===== src/design/fmsp_consts.vh =====
`ifndef FMSP_CONSTS_VH
`define FMSP_CONSTS_VH

// ****************************************
// register addresses and reset values
// ****************************************
`define FMSP_ADDR_CTL      8'h98
`define FMSP_ADDR_BUF      8'h99
`define FMSP_CTL_RESET     8'h00
`define FMSP_BUF_RESET     8'h00

// ****************************************
// control field positions
// ****************************************
`define FMSP_MODE_HI       7
`define FMSP_MODE_LO       6
`define FMSP_MP_EN         5
`define FMSP_RX_EN         4
`define FMSP_TX9           3
`define FMSP_RX9           2
`define FMSP_TX_DONE       1
`define FMSP_RX_DONE       0

// ****************************************
// mode codes
// ****************************************
`define FMSP_MODE_SHIFT    2'b00
`define FMSP_MODE_A8_VAR   2'b01
`define FMSP_MODE_A9_FIX   2'b10
`define FMSP_MODE_A9_VAR   2'b11

// ****************************************
// timing counts
// ****************************************
`define FMSP_SHIFT_LAST    4'hb
`define FMSP_SHIFT_HALF    4'h6
`define FMSP_FIX_SLOW_LAST 2'h3
`define FMSP_FIX_FAST_LAST 2'h1
`define FMSP_OVS_LAST      4'hf
`define FMSP_OVS_MID       4'h7
`define FMSP_SHIFT_BITS    4'h7
`define FMSP_LEN_A8        4'ha
`define FMSP_LEN_A9        4'hb
`define FMSP_RX_LAST_A8    4'h9
`define FMSP_RX_LAST_A9    4'ha
`define FMSP_RX_NINTH      4'h9
`define FMSP_RX_DATA_LAST  4'h8

`endif


===== src/design/fmsp_serial_port.v =====
// Notes on behaviour
// [RULE_01] full duplex; receive runs while buffer unread
// [RULE_02] one address: write transmits, read gets receive
// [RULE_03] two-bit mode picks shift, 8-bit, 9-bit modes
// [RULE_04] 8-bit mode filter: bad stop, no flag
// [RULE_05] 9-bit mode filter: ninth zero, no flag
// [RULE_06] receive enable gates every reception start
// [RULE_07] transmit ninth bit sent in 9-bit modes
// [RULE_08] receive ninth status: ninth bit or stop
// [RULE_09] transmit done set; software clears
// [RULE_10] receive done set; software clears
// [RULE_11] shift mode: eight bits lsb first, clock out
// [RULE_12] shift mode receive starts when flag clear
// [RULE_13] 8-bit frame: start, eight data, stop
// [RULE_14] 8-bit load puts stop one in ninth
// [RULE_15] async receive starts on falling edge
// [RULE_16] final shift stores byte only if allowed
// [RULE_17] fixed 9-bit frame carries eleven bits
// [RULE_18] fixed rate: core clock over 64 or 32
// [RULE_19] fixed mode transmit waits next baud tick
// [RULE_20] variable 9-bit uses external baud pulses
// [RULE_21] shift clock is core clock over 12
// [RULE_22] per-direction select between two timers
// [RULE_23] sixteen baud pulses per bit time
// [RULE_24] surroundings supply one-cycle overflow pulses
// [RULE_25] receive pin synchronised before edge detect
`timescale 1ns/1ps
`include "fmsp_consts.vh"

// ****************************************
// transmit buffer fifo
// ****************************************
module fmsp_fifo #(
  parameter WIDTH = 8,
  parameter DEPTH = 16,
  parameter AW    = 4
) (
  // clock and reset
  input  wire             core_clk_in,
  input  wire             rst_in,
  // filling side
  input  wire             in_valid_in,
  output wire             in_ready_out,
  input  wire [WIDTH-1:0] in_data_in,
  // draining side
  output wire             out_valid_out,
  input  wire             out_ready_in,
  output wire [WIDTH-1:0] out_data_out
);
  reg [WIDTH-1:0] mem [0:DEPTH-1];
  reg [AW-1:0]    wr_ptr;
  reg [AW-1:0]    rd_ptr;
  reg [AW:0]      count;
  wire            push;
  wire            pop;

  assign in_ready_out  = (count != DEPTH[AW:0]);
  assign out_valid_out = (count != {(AW+1){1'b0}});
  assign out_data_out  = mem[rd_ptr];
  assign push = in_valid_in & in_ready_out;
  assign pop  = out_valid_out & out_ready_in;

  always @(posedge core_clk_in) begin
    if (push) begin
      mem[wr_ptr] <= in_data_in;
    end
  end

  always @(posedge core_clk_in) begin
    if (rst_in) begin
      wr_ptr <= {AW{1'b0}};
      rd_ptr <= {AW{1'b0}};
      count  <= {(AW+1){1'b0}};
    end else begin
      if (push) begin
        wr_ptr <= wr_ptr + 1'b1;
      end
      if (pop) begin
        rd_ptr <= rd_ptr + 1'b1;
      end
      if (push & ~pop) begin
        count <= count + 1'b1;
      end else if (pop & ~push) begin
        count <= count - 1'b1;
      end
    end
  end
endmodule // fmsp_fifo

// ****************************************
// serial port top
// ****************************************
module fmsp_serial_port #(
  parameter FIFO_DEPTH = 16,
  parameter FIFO_AW    = 4
) (
  // clock and reset
  input  wire       core_clk_in,
  input  wire       rst_in,
  // special-function register port
  input  wire [7:0] sfr_addr_in,
  input  wire       sfr_wr_in,
  input  wire       sfr_rd_in,
  input  wire [7:0] sfr_wdata_in,
  output reg  [7:0] sfr_rdata_out,
  // baud sources from surrounding timers
  input  wire       baud_double_in,
  input  wire       rx_clock_select_in,
  input  wire       tx_clock_select_in,
  input  wire       t1_ovf_tx_in,
  input  wire       t2_ovf_tx_in,
  input  wire       t1_ovf_rx_in,
  input  wire       t2_ovf_rx_in,
  // serial pins
  input  wire       rxd_in,
  output reg        rxd_out,
  output reg        rxd_oe_out,
  output reg        txd_out,
  // transmit buffer has room
  output reg        tx_space_out
);
  localparam IDLE = 1'b0;
  localparam RUN  = 1'b1;

  reg  [7:0] ctl;
  reg  [7:0] rbuf;
  wire [1:0] mode;
  wire       mode_shift;
  wire       mode_nine;

  assign mode = {ctl[`FMSP_MODE_HI], ctl[`FMSP_MODE_LO]}; // RULE_03
  assign mode_shift = (mode == `FMSP_MODE_SHIFT);
  assign mode_nine  = ctl[`FMSP_MODE_HI];

  // ****************************************
  // buffer write path
  // ****************************************
  wire       buf_wr;
  wire       fifo_in_ready;
  wire       fifo_valid;
  wire [7:0] fifo_data;
  reg        fifo_pop;

  // writes into a full buffer are dropped; software polls tx_space_out
  assign buf_wr = sfr_wr_in & (sfr_addr_in == `FMSP_ADDR_BUF); // RULE_02

  fmsp_fifo #(
    .WIDTH (8),
    .DEPTH (FIFO_DEPTH),
    .AW    (FIFO_AW)
  ) u_tx_fifo (
    .core_clk_in   (core_clk_in),
    .rst_in        (rst_in),
    .in_valid_in   (buf_wr),
    .in_ready_out  (fifo_in_ready),
    .in_data_in    (sfr_wdata_in),
    .out_valid_out (fifo_valid),
    .out_ready_in  (fifo_pop),
    .out_data_out  (fifo_data)
  );

  // ****************************************
  // rate dividers
  // ****************************************
  reg  [3:0] shift_div;
  reg  [1:0] fix_div;
  reg  [3:0] tx_ph;
  wire       shift_lo;
  wire       shift_hi;
  wire       fix_last;
  wire       fix_os;
  wire       tx_os;
  wire       rx_os;
  wire       tx_bit;

  assign shift_lo = (shift_div == 4'h0);
  assign shift_hi = (shift_div == `FMSP_SHIFT_HALF);
  assign fix_last = baud_double_in ? (fix_div == `FMSP_FIX_FAST_LAST)
                                   : (fix_div == `FMSP_FIX_SLOW_LAST); // RULE_18
  assign fix_os = fix_last;
  assign tx_os = (mode == `FMSP_MODE_A9_FIX) ? fix_os :
                 tx_clock_select_in ? t2_ovf_tx_in : t1_ovf_tx_in; // RULE_22
  assign rx_os = (mode == `FMSP_MODE_A9_FIX) ? fix_os :
                 rx_clock_select_in ? t2_ovf_rx_in : t1_ovf_rx_in; // RULE_20
  assign tx_bit = tx_os & (tx_ph == `FMSP_OVS_LAST); // RULE_23

  always @(posedge core_clk_in) begin
    if (rst_in) begin
      shift_div <= 4'h0;
      fix_div   <= 2'h0;
      tx_ph     <= 4'h0;
    end else begin
      if (shift_div == `FMSP_SHIFT_LAST) begin // RULE_21
        shift_div <= 4'h0;
      end else begin
        shift_div <= shift_div + 4'h1;
      end
      if (fix_last) begin
        fix_div <= 2'h0;
      end else begin
        fix_div <= fix_div + 2'h1;
      end
      // free-running so a frame starts only on a bit boundary
      if (tx_os) begin
        tx_ph <= tx_ph + 4'h1;
      end
    end
  end

  // ****************************************
  // shift mode and async transmit
  // ****************************************
  reg       tx_st;
  reg       sh_dir;
  reg [3:0] sh_cnt;
  reg [7:0] sh_reg;
  reg [9:0] tx_sh;
  reg [3:0] tx_cnt;
  reg       tx_done_set;
  reg       sh_rx_take;

  always @(posedge core_clk_in) begin
    if (rst_in) begin
      tx_st       <= IDLE;
      sh_dir      <= 1'b0;
      sh_cnt      <= 4'h0;
      sh_reg      <= 8'h00;
      tx_sh       <= 10'h3ff;
      tx_cnt      <= 4'h0;
      tx_done_set <= 1'b0;
      sh_rx_take  <= 1'b0;
      fifo_pop    <= 1'b0;
      txd_out     <= 1'b1;
      rxd_out     <= 1'b1;
      rxd_oe_out  <= 1'b0;
    end else begin
      tx_done_set <= 1'b0;
      sh_rx_take  <= 1'b0;
      fifo_pop    <= 1'b0;
      case (tx_st)
        IDLE: begin
          txd_out <= 1'b1;
          if (mode_shift & shift_lo & ~fifo_pop) begin
            if (fifo_valid) begin // RULE_11
              fifo_pop   <= 1'b1;
              tx_st      <= RUN;
              sh_dir     <= 1'b1;
              sh_cnt     <= 4'h0;
              sh_reg     <= fifo_data;
              rxd_out    <= fifo_data[0];
              rxd_oe_out <= 1'b1;
              txd_out    <= 1'b0;
            end else if (ctl[`FMSP_RX_EN] & ~ctl[`FMSP_RX_DONE]) begin // RULE_12
              tx_st      <= RUN;
              sh_dir     <= 1'b0;
              sh_cnt     <= 4'h0;
              rxd_oe_out <= 1'b0;
              txd_out    <= 1'b0;
            end
          end else if (~mode_shift & tx_bit & fifo_valid & ~fifo_pop) begin
            fifo_pop <= 1'b1; // RULE_19
            tx_st    <= RUN;
            tx_sh    <= {1'b1, (mode_nine ? ctl[`FMSP_TX9] : 1'b1),
                         fifo_data}; // RULE_07 RULE_14
            tx_cnt   <= mode_nine ? `FMSP_LEN_A9 : `FMSP_LEN_A8; // RULE_17
            txd_out  <= 1'b0; // RULE_13
          end
        end
        RUN: begin
          if (mode_shift) begin
            if (shift_hi) begin
              txd_out <= 1'b1;
              sh_reg  <= {rxd_in, sh_reg[7:1]};
              sh_cnt  <= sh_cnt + 4'h1;
              if (sh_cnt == `FMSP_SHIFT_BITS) begin
                tx_st      <= IDLE;
                rxd_oe_out <= 1'b0;
                rxd_out    <= 1'b1;
                tx_done_set <= sh_dir; // RULE_09
                sh_rx_take  <= ~sh_dir; // RULE_10
              end
            end else if (shift_lo) begin
              txd_out <= 1'b0;
              rxd_out <= sh_reg[0];
            end
          end else if (tx_bit) begin
            if (tx_cnt == 4'h1) begin
              tx_st <= IDLE;
            end else begin
              txd_out <= tx_sh[0];
              tx_sh   <= {1'b1, tx_sh[9:1]};
              tx_cnt  <= tx_cnt - 4'h1;
              if (tx_cnt == 4'h2) begin
                tx_done_set <= 1'b1; // RULE_09
              end
            end
          end
        end
        default: begin
          tx_st <= IDLE;
        end
      endcase
    end
  end

  // ****************************************
  // async receive
  // ****************************************
  reg       rx_s1;
  reg       rx_s2;
  reg       rx_s3;
  reg       rx_st;
  reg [3:0] rx_ph;
  reg [3:0] rx_idx;
  reg [7:0] rx_sh;
  reg       rx_ninth;
  reg       a_take;
  reg       a_bit;
  reg [7:0] a_data;
  wire      rx_fall;
  wire      rx_mid;
  wire      rx_bit9;
  wire [3:0] rx_last;

  assign rx_fall = rx_s3 & ~rx_s2; // RULE_25
  assign rx_mid  = rx_os & (rx_ph == `FMSP_OVS_MID);
  assign rx_last = mode_nine ? `FMSP_RX_LAST_A9 : `FMSP_RX_LAST_A8;
  // ninth data bit in 9-bit modes, stop bit in 8-bit mode
  assign rx_bit9 = mode_nine ? rx_ninth : rx_s2; // RULE_08

  always @(posedge core_clk_in) begin
    if (rst_in) begin
      rx_s1    <= 1'b1;
      rx_s2    <= 1'b1;
      rx_s3    <= 1'b1;
      rx_st    <= IDLE;
      rx_ph    <= 4'h0;
      rx_idx   <= 4'h0;
      rx_sh    <= 8'h00;
      rx_ninth <= 1'b0;
      a_take   <= 1'b0;
      a_bit    <= 1'b0;
      a_data   <= 8'h00;
    end else begin
      rx_s1  <= rxd_in;
      rx_s2  <= rx_s1;
      rx_s3  <= rx_s2;
      a_take <= 1'b0;
      case (rx_st)
        IDLE: begin
          if (~mode_shift & ctl[`FMSP_RX_EN] & rx_fall) begin // RULE_06 RULE_15
            rx_st  <= RUN;
            rx_ph  <= 4'h0;
            rx_idx <= 4'h0;
          end
        end
        RUN: begin
          if (rx_os) begin
            rx_ph <= rx_ph + 4'h1;
          end
          if (rx_mid) begin
            rx_idx <= rx_idx + 4'h1;
            if (rx_idx == 4'h0) begin
              // glitch shorter than half a bit is not a start bit
              if (rx_s2) begin
                rx_st <= IDLE;
              end
            end else if (rx_idx <= `FMSP_RX_DATA_LAST) begin
              rx_sh <= {rx_s2, rx_sh[7:1]};
            end else if (rx_idx == rx_last) begin
              rx_st  <= IDLE;
              a_data <= rx_sh;
              a_bit  <= rx_bit9;
              // frame dropped if flag still set or filter fails
              a_take <= ~ctl[`FMSP_RX_DONE] &
                        (~ctl[`FMSP_MP_EN] | rx_bit9); // RULE_16 RULE_04 RULE_05
            end else if (rx_idx == `FMSP_RX_NINTH) begin
              rx_ninth <= rx_s2;
            end
          end
        end
        default: begin
          rx_st <= IDLE;
        end
      endcase
    end
  end

  // ****************************************
  // registers
  // ****************************************
  wire ctl_wr;

  assign ctl_wr = sfr_wr_in & (sfr_addr_in == `FMSP_ADDR_CTL);

  always @(posedge core_clk_in) begin
    if (rst_in) begin
      ctl          <= `FMSP_CTL_RESET;
      rbuf         <= `FMSP_BUF_RESET;
      sfr_rdata_out <= 8'h00;
      tx_space_out <= 1'b0;
    end else begin
      tx_space_out <= fifo_in_ready;
      if (ctl_wr) begin
        ctl <= sfr_wdata_in;
      end
      // hardware set wins over a software clear in the same cycle
      if (tx_done_set) begin
        ctl[`FMSP_TX_DONE] <= 1'b1; // RULE_09
      end
      if (sh_rx_take) begin
        rbuf <= sh_reg;
        ctl[`FMSP_RX_DONE] <= 1'b1; // RULE_10
      end else if (a_take) begin
        rbuf <= a_data; // RULE_01
        ctl[`FMSP_RX9] <= a_bit; // RULE_08
        ctl[`FMSP_RX_DONE] <= 1'b1; // RULE_10
      end
      if (sfr_rd_in) begin
        case (sfr_addr_in)
          `FMSP_ADDR_CTL: sfr_rdata_out <= ctl;
          `FMSP_ADDR_BUF: sfr_rdata_out <= rbuf; // RULE_02
          default:        sfr_rdata_out <= 8'h00;
        endcase
      end
    end
  end
endmodule // fmsp_serial_port


===== config.mk =====
export PLATFORM = sky130hd
export DESIGN_NAME = fmsp_serial_port
export DESIGN_NICKNAME = d
export VERILOG_FILES = /design/src/design/fmsp_serial_port.v
export VERILOG_INCLUDE_DIRS = /design/src /design/src/design
export SDC_FILE = /design/constraint.sdc
export NUM_CORES = 1
export LEC_CHECK = 0
export BUFFER_PORTS_ARGS = -buffer_cell sky130_fd_sc_hd__buf_2
export CAP_MARGIN = 20
export CORE_UTILIZATION = 45
export CTS_CLUSTER_SIZE = 30
export DETAILED_ROUTE_END_ITERATION = 16
export HOLD_SLACK_MARGIN = 0.02
export PLACE_DENSITY = 0.65
export SETUP_SLACK_MARGIN = 0.5
export SYNTH_ARGS = -nofsm -noshare
export SYNTH_HDL_FRONTEND = slang
export SYNTH_SLANG_ARGS = --single-unit

===== constraint.sdc =====
create_clock -name core_clk_in -period 2.9 [get_ports core_clk_in]
set_input_delay 0.58 -clock core_clk_in [delete_from_list [all_inputs] [get_ports core_clk_in]]
set_output_delay 0.58 -clock core_clk_in [all_outputs]
set_load 0.02 [all_outputs]

After elaboration in Yosys (flattened, before gate mapping)
Memory sizes are Yosys's and may differ from the RTL's. A register that Yosys moved wholly into a read port is not among the register bits. Index checks and enable logic that the tools add are counted.

Multiplexer cells: 101. Order comparisons: 1. Equality and inequality tests: 34. Add/subtract/negate cells: 11. Reductions and logical operators: 27. Bitwise gates (word level): 35.

Operator list (number): $mux 4 (15); $mux 1 (59); $mux 10 (5); $mux 8 (6); $pmux 4 s2 (4); $pmux 8 s2 (2); $add 4x1->4 const B (7); $ne 2x2->1 const B (11); $pmux 10 s2 (1); $reduce_and 5->1 (4); $and 1x1->1 (18); $eq 8x8->1 const B (2); $not 1->1 (16); $eq 4x3->1 const B (3); $eq 4x4->1 const B (3); $ne 3x3->1 const B (4); $reduce_and 4->1 (3); $mux 5 (2); $pmux 1 s2 (5); $logic_not 4->1 (2); $reduce_bool 2->1 (4); $reduce_or 2->1 (4); $reduce_and 3->1 (2); $reduce_and 6->1 (1); 23 further kinds (26).

Memories kept: 1. Bits in writable memories: 128. Bits in registers: 113. Output and inout port bits: 12. Input port bits: 28. Logic and storage cells: 246.

Memory list: u_tx_fifo.mem (words 16, bits a word 8, rd ports 1, clocked after memory_dff 1, write ports 1, line fmsp_serial_port.v:50) `reg [WIDTH-1:0] mem [0:DEPTH-1];`.

Longest topological paths before layout
Depth in word-level cells: 10. Mapped depth: 12. Depth with buffers taken out: 11.

Hierarchy
Synthesis repeated with hierarchy kept, for this count alone.

Cell total of the unflattened synthesis: 824. Area total of the unflattened synthesis: 10411.2 um2.

Modules (own cells, without submodules): fmsp_fifo (area an instance 5769.3 um2, instances 1, seq. area each 4184.0 um2, cells each 309); fmsp_serial_port (area an instance 4642.0 um2, instances 1, seq. area each 1981.9 um2, cells each 515).

Worst setup path after synthesis
OpenSTA, ideal clock, no wires.

Path kind: input port to flip-flop. From: input port sfr_addr_in[0]. To: register u_tx_fifo.count[4]. Buffers on the path: 2. Arrival: 2983 ps. Setup time: 70 ps. Stages on the path: 12. Path slack: -153 ps. Required time: 2830 ps. Cells stage by stage: clkbuf_1 a21boi_1 and2_1 buf_2 ha_1 inv_1 fa_1 a21o_1 a21oi_1 xnor2_1 or3_1 a21oi_1.

Word-level cells in the longest chain between the ends: 6. Elaborated cells on any way between the ends: 8. Those cells by class: 1 x eq/ne; 1 x mux; 5 x bitwise; 1 x reduce/logical.

RTL lines: from (decl) (line fmsp_serial_port.v:101) `input wire [7:0] sfr_addr_in,`; $eq 8x8->1 *; $and 1x1->1 * (line fmsp_serial_port.v:145) `` assign buf_wr = sfr_wr_in & (sfr_addr_in == `FMSP_ADDR_BUF); ``; $and 1x1->1 * (line fmsp_serial_port.v:60) `assign push = in_valid_in & in_ready_out;`; named net u_tx_fifo.push (line fmsp_serial_port.v:54) `wire push;`; $not 1->1 (line fmsp_serial_port.v:83) `end else if (pop & ~push) begin`; $and 1x1->1 (line fmsp_serial_port.v:83); $reduce_bool 2->1 (no source line); to (signal assigned) (line fmsp_serial_port.v:73) `count <= {(AW+1){1'b0}};`; to (signal assigned) (line fmsp_serial_port.v:82) `count <= count + 1'b1;`; to (signal assigned) (line fmsp_serial_port.v:84) `count <= count - 1'b1;`; to (decl) (line fmsp_serial_port.v:53) `reg [AW:0] count;`.

Mark *: on every way through the listed nets, which the timed path passes. The rest lies on a longest branch. A chain may end at the register's enable or synchronous reset.

Final worst setup path
From: register u_tx_fifo.count[2]. To: register u_tx_fifo.count[4].

Word-level cells in the longest chain between the ends: 5. Elaborated cells on any way between the ends: 13. Those cells by class: 2 x add/sub; 1 x eq/ne; 2 x mux; 6 x bitwise; 2 x reduce/logical.

RTL lines: parallel branches: the longest is 5 deep, another holds $sub 5x1->5.

Several ways; the timed one is not identified. The select of a mux whose other input is x is not followed.

==> impl_metrics.xml <==
<?xml version="1.0" encoding="UTF-8"?>
<metrics>
  <group name="run_status">
    <metric name="outcome" unit="">completed</metric>
  </group>
  <group name="sta">
    <metric name="hold_viol" unit="">0</metric>
    <metric name="final-max-slew-violation-count" unit="">0</metric>
    <metric name="final.min_clock_period" unit="ps">2410</metric>
    <metric name="max_slew.worst_pin.slew" unit="ps">679</metric>
    <metric name="timing.hold.ws" unit="ps">304</metric>
    <metric name="rsz0062_at_grt" unit="">yes</metric>
    <metric name="period_share" unit="%">83.1</metric>
    <metric name="timing.clock.skew" unit="ps">20.6</metric>
    <metric name="timing.max_slew.rel_slack" unit="%">54.3</metric>
    <metric name="fmax" unit="MHz">415</metric>
    <metric name="setup-tns-final" unit="ps">0</metric>
    <metric name="report.final.setup_viol" unit="">0</metric>
  </group>
  <group name="hold_path">
    <metric name="hold_path_startpoint" unit="">rxd_in</metric>
    <metric name="min_path_cells" unit="">2</metric>
    <metric name="worstHoldPathType" unit="">in2reg</metric>
    <metric name="hold_end" unit="">rx_s1</metric>
  </group>
  <group name="synth">
    <metric name="postSynthRegisterBits" unit="">244</metric>
    <metric name="synthXorXnorAreaFrac" unit="%">1.77</metric>
    <metric name="synth_edf_count" unit="">128</metric>
    <metric name="ys_top_cells_by_area" unit="">sky130_fd_sc_hd__edfxtp_1 (37%), sky130_fd_sc_hd__dfxtp_1 (22%), sky130_fd_sc_hd__mux2i_1 (5.7%)</metric>
    <metric name="yosysMostFrequentCell" unit="">sky130_fd_sc_hd__edfxtp_1</metric>
    <metric name="seq_area_frac_synth" unit="%">59.3</metric>
    <metric name="post_synth_most_frequent_cells" unit="">sky130_fd_sc_hd__edfxtp_1 (128), sky130_fd_sc_hd__dfxtp_1 (116), sky130_fd_sc_hd__nor2_1 (104)</metric>
    <metric name="synthDistinctLibCells" unit="">69</metric>
    <metric name="post_synth_inst_count" unit="">846</metric>
    <metric name="synthesis.area_per_instance" unit="um^2">12.3</metric>
    <metric name="synth.net_count" unit="">896</metric>
    <metric name="synth_simple_gate_area_share" unit="%">12.1</metric>
    <metric name="synth_compound_area_share" unit="%">9.59</metric>
    <metric name="yosysWarnings" unit="">0</metric>
    <metric name="synth-adder-area-share" unit="%">2.72</metric>
    <metric name="synth_async_sr_flop_share" unit="%">0</metric>
    <metric name="dominantRegCellSynth" unit="">sky130_fd_sc_hd__edfxtp_1</metric>
    <metric name="muxShareOfSynthArea" unit="%">11.7</metric>
    <metric name="yosysTopAreaCellShare" unit="%">37.0</metric>
    <metric name="synthDominantAreaCellType" unit="">sky130_fd_sc_hd__edfxtp_1</metric>
    <metric name="synthesis.area" unit="mm^2">0.0104</metric>
    <metric name="synth_top_family_by_area" unit="">simple AND/OR/NAND/NOR gates</metric>
  </group>
  <group name="finish">
    <metric name="fin_util" unit="%">53.3</metric>
    <metric name="reg.largest.list" unit="">u_tx_fifo.mem x128, tx_sh x9</metric>
    <metric name="fillerInstances" unit="">1920</metric>
    <metric name="syn2layout_area_growth" unit="%">15.9</metric>
    <metric name="final_nets" unit="">961</metric>
    <metric name="largest_register_ff_count" unit="">128</metric>
    <metric name="fin_area" unit="mm^2">0.0121</metric>
    <metric name="post_route_cells_drive_above_1_share" unit="%">21.6</metric>
    <metric name="layout.cells.non_filler" unit="">1217</metric>
    <metric name="largest_register" unit="">u_tx_fifo.mem</metric>
    <metric name="antenna-diode-count" unit="">0</metric>
  </group>
  <group name="global_route">
    <metric name="track_usage" unit="%">18.8</metric>
    <metric name="grt_pass1_vias" unit="">6603</metric>
    <metric name="global_route_wire_length_before_repair" unit="um">35000</metric>
    <metric name="grt_start_max_net_pins" unit="">64</metric>
    <metric name="overflow" unit="">0</metric>
    <metric name="initial_antenna_violation_count" unit="">0</metric>
  </group>
  <group name="placement">
    <metric name="port-buffer-count" unit="">39</metric>
    <metric name="dp_hpwl" unit="um">14500</metric>
    <metric name="placed_cell_area" unit="mm^2">0.0111</metric>
    <metric name="place_inst" unit="">1159</metric>
    <metric name="gp_congestion" unit="">0.798</metric>
  </group>
  <group name="clock_tree">
    <metric name="ctsHoldBuffers" unit="">0</metric>
    <metric name="cts_max_level" unit="">1</metric>
    <metric name="cts.sink_count" unit="">244</metric>
    <metric name="cts_clk_pin_slew_worst_paths" unit="ps">60</metric>
    <metric name="tritoncts" unit="">built</metric>
    <metric name="clock_tree.root_cell" unit="">sky130_fd_sc_hd__clkbuf_16</metric>
    <metric name="clock_path_buffers" unit="">3</metric>
    <metric name="cts_made_buffers" unit="">27</metric>
    <metric name="clock_latency" unit="ps">530</metric>
  </group>
  <group name="drt">
    <metric name="drtIter0Drc" unit="">433</metric>
    <metric name="avgViaCountPerCell" unit="">5.50</metric>
    <metric name="wl_per_cell" unit="um">18.0</metric>
    <metric name="drt_wl_total" unit="um">21900</metric>
    <metric name="remaining_drc_errors" unit="">0</metric>
    <metric name="drt_pass1_iterations" unit="">5</metric>
    <metric name="dr_total_vias" unit="">6694</metric>
    <metric name="drtAntennaViolNets" unit="">0</metric>
  </group>
  <group name="floorplanning">
    <metric name="boundaryPins" unit="">40</metric>
    <metric name="site_rows" unit="">55</metric>
    <metric name="die_w" unit="um">154</metric>
    <metric name="coreArea" unit="mm^2">0.0226</metric>
    <metric name="die_height" unit="um">154</metric>
    <metric name="fp.dieArea" unit="mm^2">0.0237</metric>
    <metric name="floorplan.initialDensity" unit="%">45.9</metric>
  </group>
  <group name="setup_path">
    <metric name="r2r_setup_slack" unit="ps">490</metric>
    <metric name="crit_chain" unit="">nor4_4 -&gt; buf_4 -&gt; a21boi_2 -&gt; and2_4 -&gt; ha_4 -&gt; inv_4 -&gt; fa_2 -&gt; a21o_1 -&gt; a21oi_2 -&gt; xnor2_1 -&gt; or3_1 -&gt; a21oi_1</metric>
    <metric name="critical_path.slowest_cell" unit="">sky130_fd_sc_hd__dfxtp_2</metric>
    <metric name="crit_fanout" unit="">4</metric>
    <metric name="reg2reg_to" unit="">u_tx_fifo.count[4]</metric>
    <metric name="worst_r2r_startpoint" unit="">u_tx_fifo.count[2]</metric>
    <metric name="worstSetupPathType" unit="">reg2reg</metric>
    <metric name="cp-end-kind" unit="">flop</metric>
    <metric name="worst-endpoint-required" unit="ps">3360</metric>
    <metric name="timing.critical_path.arrival" unit="ps">2870</metric>
    <metric name="setup.worst_path.start_class" unit="">flop</metric>
    <metric name="number_of_cells_on_the_worst_reg_to_reg_path" unit="">12</metric>
    <metric name="slowest_delay" unit="ps">400</metric>
  </group>
  <group name="power">
    <metric name="vdd_drop_max" unit="uV">458</metric>
    <metric name="leakagePower" unit="nW">4.44</metric>
    <metric name="power_density" unit="mW/mm^2">592</metric>
  </group>
  <group name="flow_run">
    <metric name="drv_cap" unit="">0</metric>
  </group>
</metrics>
cell type report:
class | instances | area, um^2 | share of cell area, %
inverters | 15 | 58.8 | 0.488
clock buffers | 46 | 827 | 6.86
well taps | 285 | 357 | 2.96
clock inverters | 4 | 47.5 | 0.394
multi-input cells | 538 | 4020 | 33.4
flip-flops and latches | 244 | 6180 | 51.2
repair buffers | 85 | 568 | 4.71
report_power, final:
group | internal [W] | switching (W) | total [W]
sequential | 0.00364 | 0.0000124 | 0.00365
combinational | 0.0000596 | 0.000111 | 0.000170
clock | 0.00201 | 0.00130 | 0.00331
logic make-up (layout without fill, tap and decap cells):
group / Yosys count / after routing
compound gates: 144 / 144
xor+xnor: 21 / 21
fa+ha+maj: 22 / 22
buf+inv: 64 / 150
flops: 244 / 244
mux: 101 / 101
simple gates: 250 / 250
critical path, delay by kind of cell, from the launching register on:
family | cells | cell delay [ps]
flip-flops | 1 | 400
adder cells (fa/ha/maj) | 2 | 510
buffers and inverters | 2 | 200
AND/OR/NAND/NOR | 3 | 550
AO/OA/AOI/OAI | 4 | 600
XOR/XNOR | 1 | 80
what timing repair did:
action / CTS / global route
gates resized for setup: 10 / 1
pin swaps: 5 / 2
endpoints found under the setup margin: 1 / 9
buffers inserted: 6 / 2
routing by layer:
layer / vias to the layer above / share of wire (%) / global-route usage [%]
li1: 3255 / - / -
met1: 3269 / 46 / 25.2
met2: 140 / 48 / 31.9
met3: 30 / 4.2 / 2.85
met4: 0 / 1.9 / 5.24
met5: - / 0 / 0
stage by stage:
stage	power, W	worst slack [ps]
2_1_floorplan	0.00382	142
5_1_grt	0.00736	358
6_report	0.00714	491
4_1_cts	0.00720	482
3_3_place_gp	0.00390	61.5
3_5_place_dp	0.00390	-5.01
worst max path at each step:
stage,start,end,slack [ps]
floorplan,sfr_addr_in[6],u_tx_fifo.count[4],140
finish,u_tx_fifo.count[2],u_tx_fifo.count[4],490
detailed placement,sfr_addr_in[6],u_tx_fifo.count[4],-5
CTS,u_tx_fifo.count[3],u_tx_fifo.count[4],480
global placement,sfr_addr_in[6],u_tx_fifo.count[4],60
global route,u_tx_fifo.count[3],u_tx_fifo.count[4],360
layout by cell type, fill, tap and decap left out, types with 4 or more instances in the layout:
cell	n
sky130_fd_sc_hd__nor2b_1	14
sky130_fd_sc_hd__and3_1	4
sky130_fd_sc_hd__a21oi_1	54
sky130_fd_sc_hd__nand3b_1	4
sky130_fd_sc_hd__o221ai_1	7
sky130_fd_sc_hd__nor2_1	104
sky130_fd_sc_hd__and2b_1	4
sky130_fd_sc_hd__nor3_1	10
sky130_fd_sc_hd__nand3_1	16
sky130_fd_sc_hd__o22ai_1	10
sky130_fd_sc_hd__mux4_2	14
sky130_fd_sc_hd__a311o_1	7
sky130_fd_sc_hd__mux2_2	28
sky130_fd_sc_hd__clkbuf_8	8
sky130_fd_sc_hd__inv_1	14
sky130_fd_sc_hd__nand2_1	29
sky130_fd_sc_hd__ha_1	19
sky130_fd_sc_hd__xnor2_1	8
sky130_fd_sc_hd__clkbuf_16	27
sky130_fd_sc_hd__buf_2	38
sky130_fd_sc_hd__or3_1	4
sky130_fd_sc_hd__mux2i_1	59
sky130_fd_sc_hd__nand2b_1	18
sky130_fd_sc_hd__nand4_1	7
sky130_fd_sc_hd__dfxtp_1	111
sky130_fd_sc_hd__a22oi_1	10
sky130_fd_sc_hd__clkbuf_1	11
sky130_fd_sc_hd__edfxtp_1	128
sky130_fd_sc_hd__xor2_1	13
sky130_fd_sc_hd__or2_2	6
sky130_fd_sc_hd__o21ai_0	14
sky130_fd_sc_hd__buf_4	45
sky130_fd_sc_hd__a22o_1	9
No activity file was read; power rests on OpenSTA's default activity.
